## config.mk

```make
export PLATFORM = sky130hd
export DESIGN_NAME = gpio_pin_control
export DESIGN_NICKNAME = d
export VERILOG_FILES = /design/src/design/gpio_pin_control.v /design/src/design/pin_drive.v /design/src/design/pin_sync.v
export VERILOG_INCLUDE_DIRS = /design/src /design/src/design
export SDC_FILE = /design/constraint.sdc
export NUM_CORES = 1
export LEC_CHECK = 0
export BUFFER_PORTS_ARGS = -buffer_cell sky130_fd_sc_hd__buf_2
export CAP_MARGIN = 20
export CORE_MARGIN = 2
export CORE_UTILIZATION = 45
export DETAILED_ROUTE_END_ITERATION = 12
export PLACE_DENSITY = 0.79
export SKIP_CTS_REPAIR_TIMING = 1
export SLEW_MARGIN = 5
export SYNTH_ARGS = -nofsm -noshare
export SYNTH_HDL_FRONTEND = slang
export SYNTH_SLANG_ARGS = --single-unit
export TNS_END_PERCENT = 100
```

## constraint.sdc

```tcl
create_clock -name clk_i -period 3.4 [get_ports clk_i]
set_input_delay 0.17 -clock clk_i [delete_from_list [all_inputs] [get_ports clk_i]]
set_output_delay 0.17 -clock clk_i [all_outputs]
set_load 0.02 [all_outputs]
```

## src/design/gpio_pin_consts.vh

```
// constants shared by the pin control block
`ifndef GPIO_PIN_CONSTS_VH
`define GPIO_PIN_CONSTS_VH

// ----------------------------------------------------------------
// sizes
// ----------------------------------------------------------------
`define PIN_COUNT 71
`define GROUP_COUNT 9
`define GROUP_WIDTH 8
`define BUS_ADDR_W 8
`define BUS_DATA_W 8

// ----------------------------------------------------------------
// register map (byte offsets)
// ----------------------------------------------------------------
`define ADDR_DATA_FIRST 8'h01
`define ADDR_DATA_LAST 8'h09
`define ADDR_CTL_FIRST 8'h10
`define ADDR_CTL_LAST 8'h56
`define ADDR_OTYPE_FIRST 8'h71
`define ADDR_OTYPE_LAST 8'h79

// ----------------------------------------------------------------
// pin_control fields
// ----------------------------------------------------------------
`define CTL_MODE_HI 7
`define CTL_MODE_LO 6
`define CTL_PULL_BIT 2

// ----------------------------------------------------------------
// pin_mode_field codes
// ----------------------------------------------------------------
`define MODE_ALT 2'h0
`define MODE_OUT 2'h1
`define MODE_IN 2'h2

// ----------------------------------------------------------------
// special pins (flat index = group * 8 + pin)
// ----------------------------------------------------------------
`define PIN_B5 13
`define PIN_B6 14
`define PIN_I5 69
`define PIN_E0 32
`define PIN_E4 36
`define GROUP_B 4'h1

// ----------------------------------------------------------------
// reset values
// ----------------------------------------------------------------
`define DATA_RESET_B 8'h20
`define DATA_RESET 8'h00
`define OTYPE_RESET 8'h00
`define PULL_DOWN_MASK 71'h00FF000000000000

`endif

```

## src/design/gpio_pin_control.v

```verilog
// per-pin control of the 71-pin general purpose port
//
// Functional notes
// - one control register per pin, 71
// - mode bits 7-6: alt, output, input, reserved
// - alternate mode hands pin to alternate functions
// - output mode drives last written data bit
// - other modes: data stored, pin unaffected
// - data register read returns pin level
// - reset mode: B5 output, B6 alt, others input
// - port E pins 0-4 never drive
// - port I pin 5 control survives warm reset
// - bit 2 pull enable; down on G, else up
// - group output type, used in output mode only
// - type one open-drain, zero push-pull
`timescale 1ns/1ns
`include "gpio_pin_consts.vh"
module gpio_pin_control #(
  parameter [`PIN_COUNT-1:0] PULL_DEFAULT = {`PIN_COUNT{1'b0}}
) (
  input wire clk_i,
  input wire resetn_i,
  input wire warm_rst_i,
  input wire [`BUS_ADDR_W-1:0] addr_i,
  input wire [`BUS_DATA_W-1:0] wdata_i,
  input wire wr_i,
  input wire rd_i,
  output reg [`BUS_DATA_W-1:0] rdata_o,
  input wire [`PIN_COUNT-1:0] pin_in_i,
  output wire [`PIN_COUNT-1:0] pin_out_o,
  output wire [`PIN_COUNT-1:0] pin_oe_o,
  output reg [`PIN_COUNT-1:0] pull_en_o,
  output reg [`PIN_COUNT-1:0] pull_down_o,
  output reg [`PIN_COUNT-1:0] alt_en_o,
  output wire [`PIN_COUNT-1:0] alt_in_o,
  input wire [`PIN_COUNT-1:0] alt_out_i,
  input wire [`PIN_COUNT-1:0] alt_oe_i
);
  localparam NPIN = `PIN_COUNT;
  localparam NBIT = `GROUP_COUNT * `GROUP_WIDTH;

  // ----------------------------------------------------------------
  // helpers
  // ----------------------------------------------------------------
  function in_range;
    input [`BUS_ADDR_W-1:0] a;
    input [`BUS_ADDR_W-1:0] lo;
    input [`BUS_ADDR_W-1:0] hi;
    begin
      in_range = (a >= lo) && (a <= hi);
    end
  endfunction

  function [1:0] mode_default;
    input integer idx;
    begin
      if (idx == `PIN_B5)
        mode_default = `MODE_OUT;
      else if (idx == `PIN_B6)
        mode_default = `MODE_ALT;
      else
        mode_default = `MODE_IN;
    end
  endfunction

  function [`GROUP_WIDTH-1:0] data_default;
    input integer grp;
    begin
      if (grp == `GROUP_B)
        data_default = `DATA_RESET_B;
      else
        data_default = `DATA_RESET;
    end
  endfunction

  // ----------------------------------------------------------------
  // storage
  // ----------------------------------------------------------------
  // only mode and pull are stored, so reserved bits cannot steer anything
  reg [2*NPIN-1:0] mode_r;
  reg [NPIN-1:0] pull_r;
  reg [NBIT-1:0] data_r;
  reg [NBIT-1:0] otype_r;
  wire [NPIN-1:0] pin_level;
  wire [NBIT-1:0] level_ext;
  reg [NPIN-1:0] alt_en_nxt;
  integer i;
  // separate loop index so the combinational process owns its own variable
  integer j;

  wire ctl_sel = in_range(addr_i, `ADDR_CTL_FIRST, `ADDR_CTL_LAST);
  wire data_sel = in_range(addr_i, `ADDR_DATA_FIRST, `ADDR_DATA_LAST);
  wire otype_sel = in_range(addr_i, `ADDR_OTYPE_FIRST, `ADDR_OTYPE_LAST);
  wire [`BUS_ADDR_W-1:0] ctl_off = addr_i - `ADDR_CTL_FIRST;
  wire [`BUS_ADDR_W-1:0] data_off = addr_i - `ADDR_DATA_FIRST;
  wire [`BUS_ADDR_W-1:0] otype_off = addr_i - `ADDR_OTYPE_FIRST;
  wire [6:0] ctl_idx = ctl_off[6:0];
  wire [3:0] data_grp = data_off[3:0];
  wire [3:0] otype_grp = otype_off[3:0];

  // ----------------------------------------------------------------
  // register writes, cold and warm reset
  // ----------------------------------------------------------------
  always @(posedge clk_i or negedge resetn_i) begin
    if (!resetn_i) begin
      for (i = 0; i < NPIN; i = i + 1) begin
        mode_r[2*i +: 2] <= mode_default(i);
      end
      pull_r <= PULL_DEFAULT;
      for (i = 0; i < `GROUP_COUNT; i = i + 1) begin
        data_r[i*`GROUP_WIDTH +: `GROUP_WIDTH] <= data_default(i);
        otype_r[i*`GROUP_WIDTH +: `GROUP_WIDTH] <= `OTYPE_RESET;
      end
    end else if (warm_rst_i) begin
      for (i = 0; i < NPIN; i = i + 1) begin
        if (i != `PIN_I5) begin
          mode_r[2*i +: 2] <= mode_default(i);
          pull_r[i] <= PULL_DEFAULT[i];
        end
      end
      for (i = 0; i < `GROUP_COUNT; i = i + 1) begin
        data_r[i*`GROUP_WIDTH +: `GROUP_WIDTH] <= data_default(i);
        otype_r[i*`GROUP_WIDTH +: `GROUP_WIDTH] <= `OTYPE_RESET;
      end
    end else if (wr_i) begin
      if (ctl_sel) begin
        mode_r[{ctl_idx, 1'b0} +: 2] <= wdata_i[`CTL_MODE_HI:`CTL_MODE_LO];
        pull_r[ctl_idx] <= wdata_i[`CTL_PULL_BIT];
      end
      if (data_sel)
        data_r[{data_grp, 3'h0} +: `GROUP_WIDTH] <= wdata_i;
      if (otype_sel)
        otype_r[{otype_grp, 3'h0} +: `GROUP_WIDTH] <= wdata_i;
    end
  end

  // ----------------------------------------------------------------
  // register reads, one cycle after the strobe
  // ----------------------------------------------------------------
  assign level_ext = {{(NBIT-NPIN){1'b0}}, pin_level};

  always @(posedge clk_i or negedge resetn_i) begin
    if (!resetn_i) begin
      rdata_o <= {`BUS_DATA_W{1'b0}};
    end else begin
      rdata_o <= {`BUS_DATA_W{1'b0}};
      if (rd_i) begin
        if (ctl_sel) begin
          rdata_o[`CTL_MODE_HI:`CTL_MODE_LO] <= mode_r[{ctl_idx, 1'b0} +: 2];
          rdata_o[`CTL_PULL_BIT] <= pull_r[ctl_idx];
        end else if (data_sel) begin
          // pin level, not the stored bit; lags the pin by the synchroniser
          rdata_o <= level_ext[{data_grp, 3'h0} +: `GROUP_WIDTH];
        end else if (otype_sel) begin
          rdata_o <= otype_r[{otype_grp, 3'h0} +: `GROUP_WIDTH];
        end
      end
    end
  end

  // ----------------------------------------------------------------
  // pin side
  // ----------------------------------------------------------------
  pin_sync #(
    .WIDTH(NPIN)
  ) u_sync (
    .clk_i(clk_i),
    .resetn_i(resetn_i),
    .async_i(pin_in_i),
    .sync_o(pin_level)
  );

  assign alt_in_o = pin_level;

  always @* begin
    alt_en_nxt = {NPIN{1'b0}};
    for (j = 0; j < NPIN; j = j + 1) begin
      alt_en_nxt[j] = (mode_r[2*j +: 2] == `MODE_ALT);
    end
  end

  // pull applies in every mode; firmware is trusted not to pull a
  // push-pull output, which only costs power
  always @(posedge clk_i or negedge resetn_i) begin
    if (!resetn_i) begin
      pull_en_o <= {`PIN_COUNT{1'b0}};
      pull_down_o <= `PULL_DOWN_MASK;
      alt_en_o <= {`PIN_COUNT{1'b0}};
    end else begin
      pull_en_o <= pull_r;
      pull_down_o <= `PULL_DOWN_MASK;
      alt_en_o <= alt_en_nxt;
    end
  end

  genvar k;
  generate
    for (k = 0; k < NPIN; k = k + 1) begin : g_pin
      pin_drive #(
        .OUTPUT_CAPABLE((k < `PIN_E0) || (k > `PIN_E4))
      ) u_drive (
        .clk_i(clk_i),
        .resetn_i(resetn_i),
        .mode_i(mode_r[2*k +: 2]),
        .data_i(data_r[k]),
        .od_i(otype_r[k]),
        .alt_out_i(alt_out_i[k]),
        .alt_oe_i(alt_oe_i[k]),
        .pin_out_o(pin_out_o[k]),
        .pin_oe_o(pin_oe_o[k])
      );
    end
  endgenerate
endmodule // gpio_pin_control

```

## src/design/pin_drive.v

```verilog
// registered output driver for one pin
`timescale 1ns/1ns
`include "gpio_pin_consts.vh"
module pin_drive #(
  parameter OUTPUT_CAPABLE = 1
) (
  input wire clk_i,
  input wire resetn_i,
  input wire [1:0] mode_i,
  input wire data_i,
  input wire od_i,
  input wire alt_out_i,
  input wire alt_oe_i,
  output reg pin_out_o,
  output reg pin_oe_o
);
  reg out_nxt;
  reg oe_nxt;

  always @* begin
    out_nxt = 1'b0;
    oe_nxt = 1'b0;
    if (OUTPUT_CAPABLE != 0) begin
      case (mode_i)
        `MODE_OUT: begin
          if (od_i) begin
            out_nxt = 1'b0;
            oe_nxt = ~data_i;
          end else begin
            out_nxt = data_i;
            oe_nxt = 1'b1;
          end
        end
        `MODE_ALT: begin
          // alternate function owns the pin; output type ignored here
          out_nxt = alt_out_i;
          oe_nxt = alt_oe_i;
        end
        default: begin
          // input and the reserved code never drive
          out_nxt = 1'b0;
          oe_nxt = 1'b0;
        end
      endcase
    end
  end

  always @(posedge clk_i or negedge resetn_i) begin
    if (!resetn_i) begin
      pin_out_o <= 1'b0;
      pin_oe_o <= 1'b0;
    end else begin
      pin_out_o <= out_nxt;
      pin_oe_o <= oe_nxt;
    end
  end
endmodule // pin_drive

```

## src/design/pin_sync.v

```verilog
// two-stage synchroniser for pin levels
`timescale 1ns/1ns
module pin_sync #(
  parameter WIDTH = 1
) (
  input wire clk_i,
  input wire resetn_i,
  input wire [WIDTH-1:0] async_i,
  output wire [WIDTH-1:0] sync_o
);
  reg [WIDTH-1:0] stage1_r;
  reg [WIDTH-1:0] stage2_r;

  // first stage feeds only the second stage
  always @(posedge clk_i or negedge resetn_i) begin
    if (!resetn_i) begin
      stage1_r <= {WIDTH{1'b0}};
      stage2_r <= {WIDTH{1'b0}};
    end else begin
      stage1_r <= async_i;
      stage2_r <= stage1_r;
    end
  end

  assign sync_o = stage2_r;
endmodule // pin_sync

```

# Word level (Yosys, flattened, before mapping)
# Index checks and enable logic that the tools add are counted.
[op_classes]
magnitude_cmp = 8
n_eq_ne = 66
add_sub_neg = 6
shifts = 9
bitwise = 67
n_reduce_logical = 83
mux = 293
[ops]
columns = ["operator", "count"]
rows = [
  ["2-to-1 mux 72 bit", 6],
  ["2-to-1 mux 142 bit", 2],
  ["one-hot mux 1 bit (2 select lines)", 132],
  ["bitwise mux 72 bit", 2],
  ["variable shift 8 x 9 -> 72 bit, first input constant", 2],
  ["indexed part select 72 x 8 -> 8 bit", 2],
  ["indexed part select 8 x 9 -> 72 bit", 2],
  ["bitwise mux 142 bit", 1],
  ["logical NOT 2 bit", 71],
  ["2-to-1 mux 71 bit", 2],
  ["variable shift 2 x 10 -> 142 bit, first input constant", 1],
  ["indexed part select 142 x 9 -> 2 bit", 1],
  ["indexed part select 2 x 10 -> 142 bit", 1],
  ["2-to-1 mux 138 bit", 1],
  ["2-to-1 mux 1 bit", 136],
  ["== test 2 x 1 -> 1 bit, second input constant", 66],
  ["bitwise mux 71 bit", 1],
  ["2-to-1 mux 69 bit", 1],
  ["inverter 1 bit", 67],
  ["2-to-1 mux 8 bit", 3],
  ["negator 7 -> 9 bit", 2],
  ["<= comparator 8 x 7 -> 1 bit, second input constant", 2],
  ["negator 8 -> 10 bit", 1],
  ["greater-or-equal comparator 8 x 1 -> 1 bit, second input constant", 1],
  ["other kinds (15)", 26],
]
[word_totals]
regBits = 781
wordCells = 675
output_inout_bits = 434
input_bits = 234

# Logic depth before layout (Yosys ltp)
[logic_depth]
depth_word = 9
depth_mapped = 16
mapped_depth_nobuf = 8

# Hierarchy
# A second synthesis with hierarchy kept.
[unflattened]
cells_unflattened = 2845
area_unflattened_um2 = 33229.4
[by_module_without_submodules]
columns = ["module", "cells_each", "n_inst", "area_each_um2", "seq_area_each_um2"]
rows = [
  ["gpio_pin_control", 2226, 1, 24214.5, 12751.0],
  ["pin_drive (g_pin[0].u_drive ...)", 7, 66, 81.3, 50.0],
  ["pin_sync", 142, 1, 3553.4, 3553.4],
  ["pin_drive (g_pin[32].u_drive ...)", 3, 5, 18.8, 0.0],
]

# Least setup slack after synthesis
# No wires, ideal clock.
[synth_path]
path_kind = "input-to-reg"
from = "in addr_i[0]"
to = "reg data_r[40]"
cell_stages = 14
n_path_buf = 7
slack_ps = 138
arrival_time_ps = 3137
setup_time_ps = 125
required_time_ps = 3275
path_cell_list = "buf_2 > buf_2 > buf_2 > inv_1 > clkbuf_1 > ha_1 > buf_2 > xor2_1 > buf_2 > a21oi_2 > a32o_1 > buf_4 > a31oi_4 > mux2_2"
[synth_via]
elab_chain_cells = 7
elab_cells_between_ends = 13
classes_between = "add/sub: 2; order compare: 2; shift: 2; mux: 4; reduce/logical: 3"
[synth_rtl]
columns = ["element", "line", "rtl"]
rows = [
  ["start: declaration", "gpio_pin_control.v:24", "input wire [`BUS_ADDR_W-1:0] addr_i,"],
  ["subtractor 4 x 1 -> 4 bit (no source line)", "n/a", ""],
  ["negator 7 -> 9 bit", "gpio_pin_control.v:131", "data_r[{data_grp, 3'h0} +: `GROUP_WIDTH] <= wdata_i;"],
  ["indexed part select 8 x 9 -> 72 bit or variable shift 8 x 9 -> 72 bit (tied branches)", "gpio_pin_control.v:131", ""],
  ["bitwise mux 72 bit", "gpio_pin_control.v:131", ""],
  ["2-to-1 mux 72 bit", "gpio_pin_control.v:130", "if (data_sel)"],
  ["2-to-1 mux 72 bit", "gpio_pin_control.v:125", "end else if (wr_i) begin"],
  ["2-to-1 mux 72 bit", "gpio_pin_control.v:114", "end else if (warm_rst_i) begin"],
  ["end signal: indexed assignment", "gpio_pin_control.v:111", "data_r[i*`GROUP_WIDTH +: `GROUP_WIDTH] <= data_default(i);"],
  ["end signal: indexed assignment", "gpio_pin_control.v:122", "data_r[i*`GROUP_WIDTH +: `GROUP_WIDTH] <= data_default(i);"],
  ["end signal: indexed assignment", "gpio_pin_control.v:131", ""],
  ["end: declaration", "gpio_pin_control.v:82", "reg [NBIT-1:0] data_r;"],
]
# Parallel ways exist; a longest one is shown, timed or not. The select of a mux whose other input is x is not followed.
# A chain may end at the register's enable or synchronous reset.

# Worst setup path in the final report
[layout_path]
from = "in addr_i[0]"
to = "reg mode_r[136]"
[layout_via]
elab_chain_cells = 7
elab_cells_between_ends = 13
classes_between = "add/sub: 2; order compare: 2; shift: 2; mux: 4; reduce/logical: 3"
[layout_rtl]
columns = ["element", "line", "rtl"]
rows = [
  ["subtractor 7 x 5 -> 7 bit (no source line)", "n/a", ""],
  ["negator 8 -> 10 bit", "gpio_pin_control.v:127", "mode_r[{ctl_idx, 1'b0} +: 2] <= wdata_i[`CTL_MODE_HI:`CTL_MODE_LO];"],
  ["indexed part select 2 x 10 -> 142 bit or variable shift 2 x 10 -> 142 bit (tied branches)", "gpio_pin_control.v:127", ""],
  ["bitwise mux 142 bit", "gpio_pin_control.v:127", ""],
  ["2-to-1 mux 142 bit", "gpio_pin_control.v:126", "if (ctl_sel) begin"],
  ["2-to-1 mux 142 bit", "gpio_pin_control.v:125", ""],
  ["2-to-1 mux 138 bit", "gpio_pin_control.v:114", ""],
  ["end signal: indexed assignment", "gpio_pin_control.v:107", "mode_r[2*i +: 2] <= mode_default(i);"],
  ["end signal: indexed assignment", "gpio_pin_control.v:117", "mode_r[2*i +: 2] <= mode_default(i);"],
  ["end signal: indexed assignment", "gpio_pin_control.v:127", ""],
  ["end: declaration", "gpio_pin_control.v:80", "reg [2*NPIN-1:0] mode_r;"],
]
# Parallel ways exist; a longest one is shown, timed or not. The select of a mux whose other input is x is not followed.

==> reports/metrics.yaml <==
run_status:
  outcome: "completed"
critical_path:
  rr_worst_depth: 5
  timing.reg2reg.setup_slack_ps: 1180
  cp_cell_sequence: "buf_4 > inv_1 > ha_1 > buf_4 > nor3b_2 > xnor2_1 > o21ai_1 > nor4_2 > buf_4 > mux2i_1 > nor2_1"
  path_common_cell: "buf_4"
  slowest_delay_ps: 760
  worstPathArrival_ps: 3150
  path_max_fanout: 12
  rr_endpoint: "rdata_o[4]"
  critPathCaptureType: "flop"
  crit_type: "primary input to flop"
  slowest_stage: "xnor2_1"
  r2r_start: "otype_r[4]"
  required_ps: 3900
  critPathLaunchType: "primary input"
power_and_ir_drop:
  p_total_mw: 20.59
  power.density_nw_per_um2: 485.4
  p_leak_nw: 20.45
  peakVddDrop_v: 0.0006225
flow_run:
  max_cap_viol_count: 0
sta:
  fin_worst_skew_ps: 33.98
  timing.final.max_slew_violations: 0
  tightest_slew_ps: 958.2
  setup_tns_ps: 0
  fmax_ghz: 0.3778
  relSlewSlack_pct: 35.66
  rsz0062_at_grt: "false"
  min_period_ps: 2647
  setup_viol: 0
  hold_viol: 0
  finalCritPeriodShare_pct: 77.86
  hold_ws_ps: 28.63
synth:
  synth_flop_cell: "dfrtp_1"
  synthTopCellsByArea: "dfrtp_1 52%, mux2i_1 5.5%, dfstp_2 5.5%"
  ys_seq_elements: 775
  yosysTopAreaCell: "dfrtp_1"
  syn_inst: 2965
  syn-cell-area_um2: 33960
  yosysWarningCount: 0
  ys_types: 92
  synth_edf_count: 0
  ys_async_sr_fraction_pct: 100.0
  ys_seq_area_share_pct: 57.37
  yosysTopAreaCellShare_pct: 51.88
  postSynthAreaPerCell_um2: 11.45
global_route:
  grt_usage_pct: 32.86
  gr-usage-met1_pct: 42.22
  grt.met2_usage_pct: 51.50
  overflow: 0
  grt_busiest_layer: "met2"
  antenna_found_initial: 11
  use_met3_pct: 8.426
  grt_pass1_wl_um: 186100
  grt_max_degree: 93
  grt_pass1_vias: 27263
clocking:
  htree_levels: 3
  insertion_delay_ps: 660
  cts_sinks: 775
  clk_pin_slew_ps: 60
  cts_buffers: 81
  cts_tree: "yes"
  clock-root-buffer: "clkbuf_16"
  clockBufferDepth: 3
floorplanning:
  design.die.area_um2: 77680
  core_region_area_um2: 74570
  die_w_um: 278.7
  rows: 100
  chipHeight_um: 278.7
  num_io_pins: 668
  initial_core_util_pct: 45.54
routing:
  vias: 28822
  routed_wl_um: 134800
  drtIter0Drc: 3008
  drcViolationCount: 0
  wl_per_cell_um: 28.40
  ant_nets: 0
  dr.pass1.iters: 6
  viasPerCell: 6.074
placed_design:
  gp_congestion: 1.027
  port_buffers: 576
  place_hpwl_um: 97230
  dpl_cell_area_um2: 37550
layout:
  drive_above_1_share_pct: 29.52
  stdcell_area_um2: 42400
  fin_util_pct: 56.86
  layout.nets: 3952
  area_growth_pct: 24.87
  fill_cells: 6136
min_path:
  holdPathStages: 4
  hp-class: "primary input to flop"
  holdPathEnd: "rdata_o[6]"
  hp-start: "rd_i"
[metal layers]
layer  share of wire, %  vias to the layer above
met5              0.029                        -
met4                6.5                        6
met3                 11                      523
met2                 46                     2147
met1                 37                    14320
li1                   -                    11826
[cell families (layout without fill, tap and decap cells)]
logic type / after synthesis / after routing / share of synthesized area (%)
multiplexers: 294 / 294 / 10.55
AO/OA/AOI/OAI: 540 / 540 / 11.30
adder cells (fa/ha/maj): 10 / 10 / 0.3684
AND/OR/NAND/NOR: 939 / 939 / 13.21
XOR/XNOR: 8 / 8 / 0.2616
other: 2 / 87 / 0.02211
flip-flops: 775 / 775 / 57.37
buffers and inverters: 397 / 1123 / 6.919
[worst max-delay path, delay by kind of cell]
| family | cells | cell delay, ps |
|---|---|---|
| XOR/XNOR | 1 | 760 |
| AND/OR/NAND/NOR | 3 | 670 |
| buffers and inverters | 4 | 620 |
| AO/OA/AOI/OAI | 1 | 470 |
| adder cells (fa/ha/maj) | 1 | 250 |
| multiplexers | 1 | 190 |
[power breakdown]
group | switching (mW) | total, mW | internal [mW]
logic | 1.31 | 1.97 | 0.660
clock network | 3.84 | 9.21 | 5.37
registers | 0.0706 | 9.41 | 9.33
[per-stage QoR]
step / instances / setup slack [ps]
6_report: 4745 / 752.8
5_1_grt: 4743 / 661.0
4_1_cts: 4532 / 887.9
3_5_place_dp: 4387 / 227.2
3_3_place_gp: 4387 / 309.2
2_1_floorplan: 3044 / 138.2
[cells in the mapped netlist, types with 6 or more instances]
cell and count:
a211oi_1 7, a21oi_1 135, a221oi_1 6, a22o_1 31, a22oi_1 6, a311oi_1 67, a31oi_1 23, and2_1 18
and3_1 8, buf_1 11, buf_2 36, buf_4 215, clkbuf_1 112, dfrtp_1 704, dfstp_2 71, ha_1 10
inv_1 21, mux2_2 61, mux2i_1 188, mux4_2 45, nand2_1 193, nand2b_1 66, nand3_1 96, nand3b_1 56
nand4_1 27, nor2_1 385, nor2_2 7, nor2b_1 20, nor3_1 19, nor4_2 6, o211ai_1 7, o21ai_0 67
o21ai_1 6, o221ai_1 13, o22ai_1 32, o311ai_0 26, o31ai_1 18, o32ai_1 13, o41ai_1 26
[cells in the final DEF, fill, tap and decap left out, types with 27 or more instances in the layout]
master / netlist / layout
nand3b_1: 56 / 56
a311oi_1: 67 / 67
mux2_2: 61 / 61
nor2_1: 385 / 385
clkbuf_16: 0 / 83
dfrtp_1: 704 / 704
o21ai_0: 67 / 67
a22o_1: 31 / 31
nand2b_1: 66 / 66
nand4_1: 27 / 27
conb_1: 2 / 81
dlygate4sd3_1: 0 / 206
o22ai_1: 32 / 32
nand3_1: 96 / 96
buf_4: 215 / 165
nand2_1: 193 / 193
mux4_2: 45 / 45
dfstp_2: 71 / 71
a21oi_1: 135 / 135
mux2i_1: 188 / 188
buf_2: 36 / 573
[state kept, by name (all words and copies together), names as in the netlist]
name                     cells
g_pin.u_drive.pin_oe_o      66
pull_en_o                   71
pull_r                      71
u_sync.sync_o               71
data_r                      66
g_pin.u_drive.pin_out_o     66
mode_r                     142
alt_en_o                    71
u_sync.stage1_r             71
rdata_o                      8
otype_r                     72
[worst max path at each step]
stage | from | slack (ps) | endpoint | cells after the start
5_1_grt | addr_i[0] | 660 | mode_r[136] | 11
2_1_floorplan | addr_i[0] | 140 | data_r[40] | 14
3_5_place_dp | addr_i[0] | 230 | data_r[50] | 8
3_3_place_gp | addr_i[0] | 310 | data_r[50] | 8
4_1_cts | addr_i[0] | 890 | mode_r[136] | 11
6_report | addr_i[0] | 750 | mode_r[136] | 11
[layout make-up]
class / count / area, µm² / share of cell area, %
sequential: 775 / 19480 / 45.94
antenna: 6 / 15.01 / 0.03541
timing repair buffer: 956 / 6395 / 15.08
clock inverter: 32 / 386.6 / 0.9117
multi-input combinational: 1872 / 12450 / 29.36
inverter: 22 / 82.58 / 0.1947
tap: 969 / 1212 / 2.859
clock buffer: 113 / 2380 / 5.612
(Power assumes the default switching activity.)
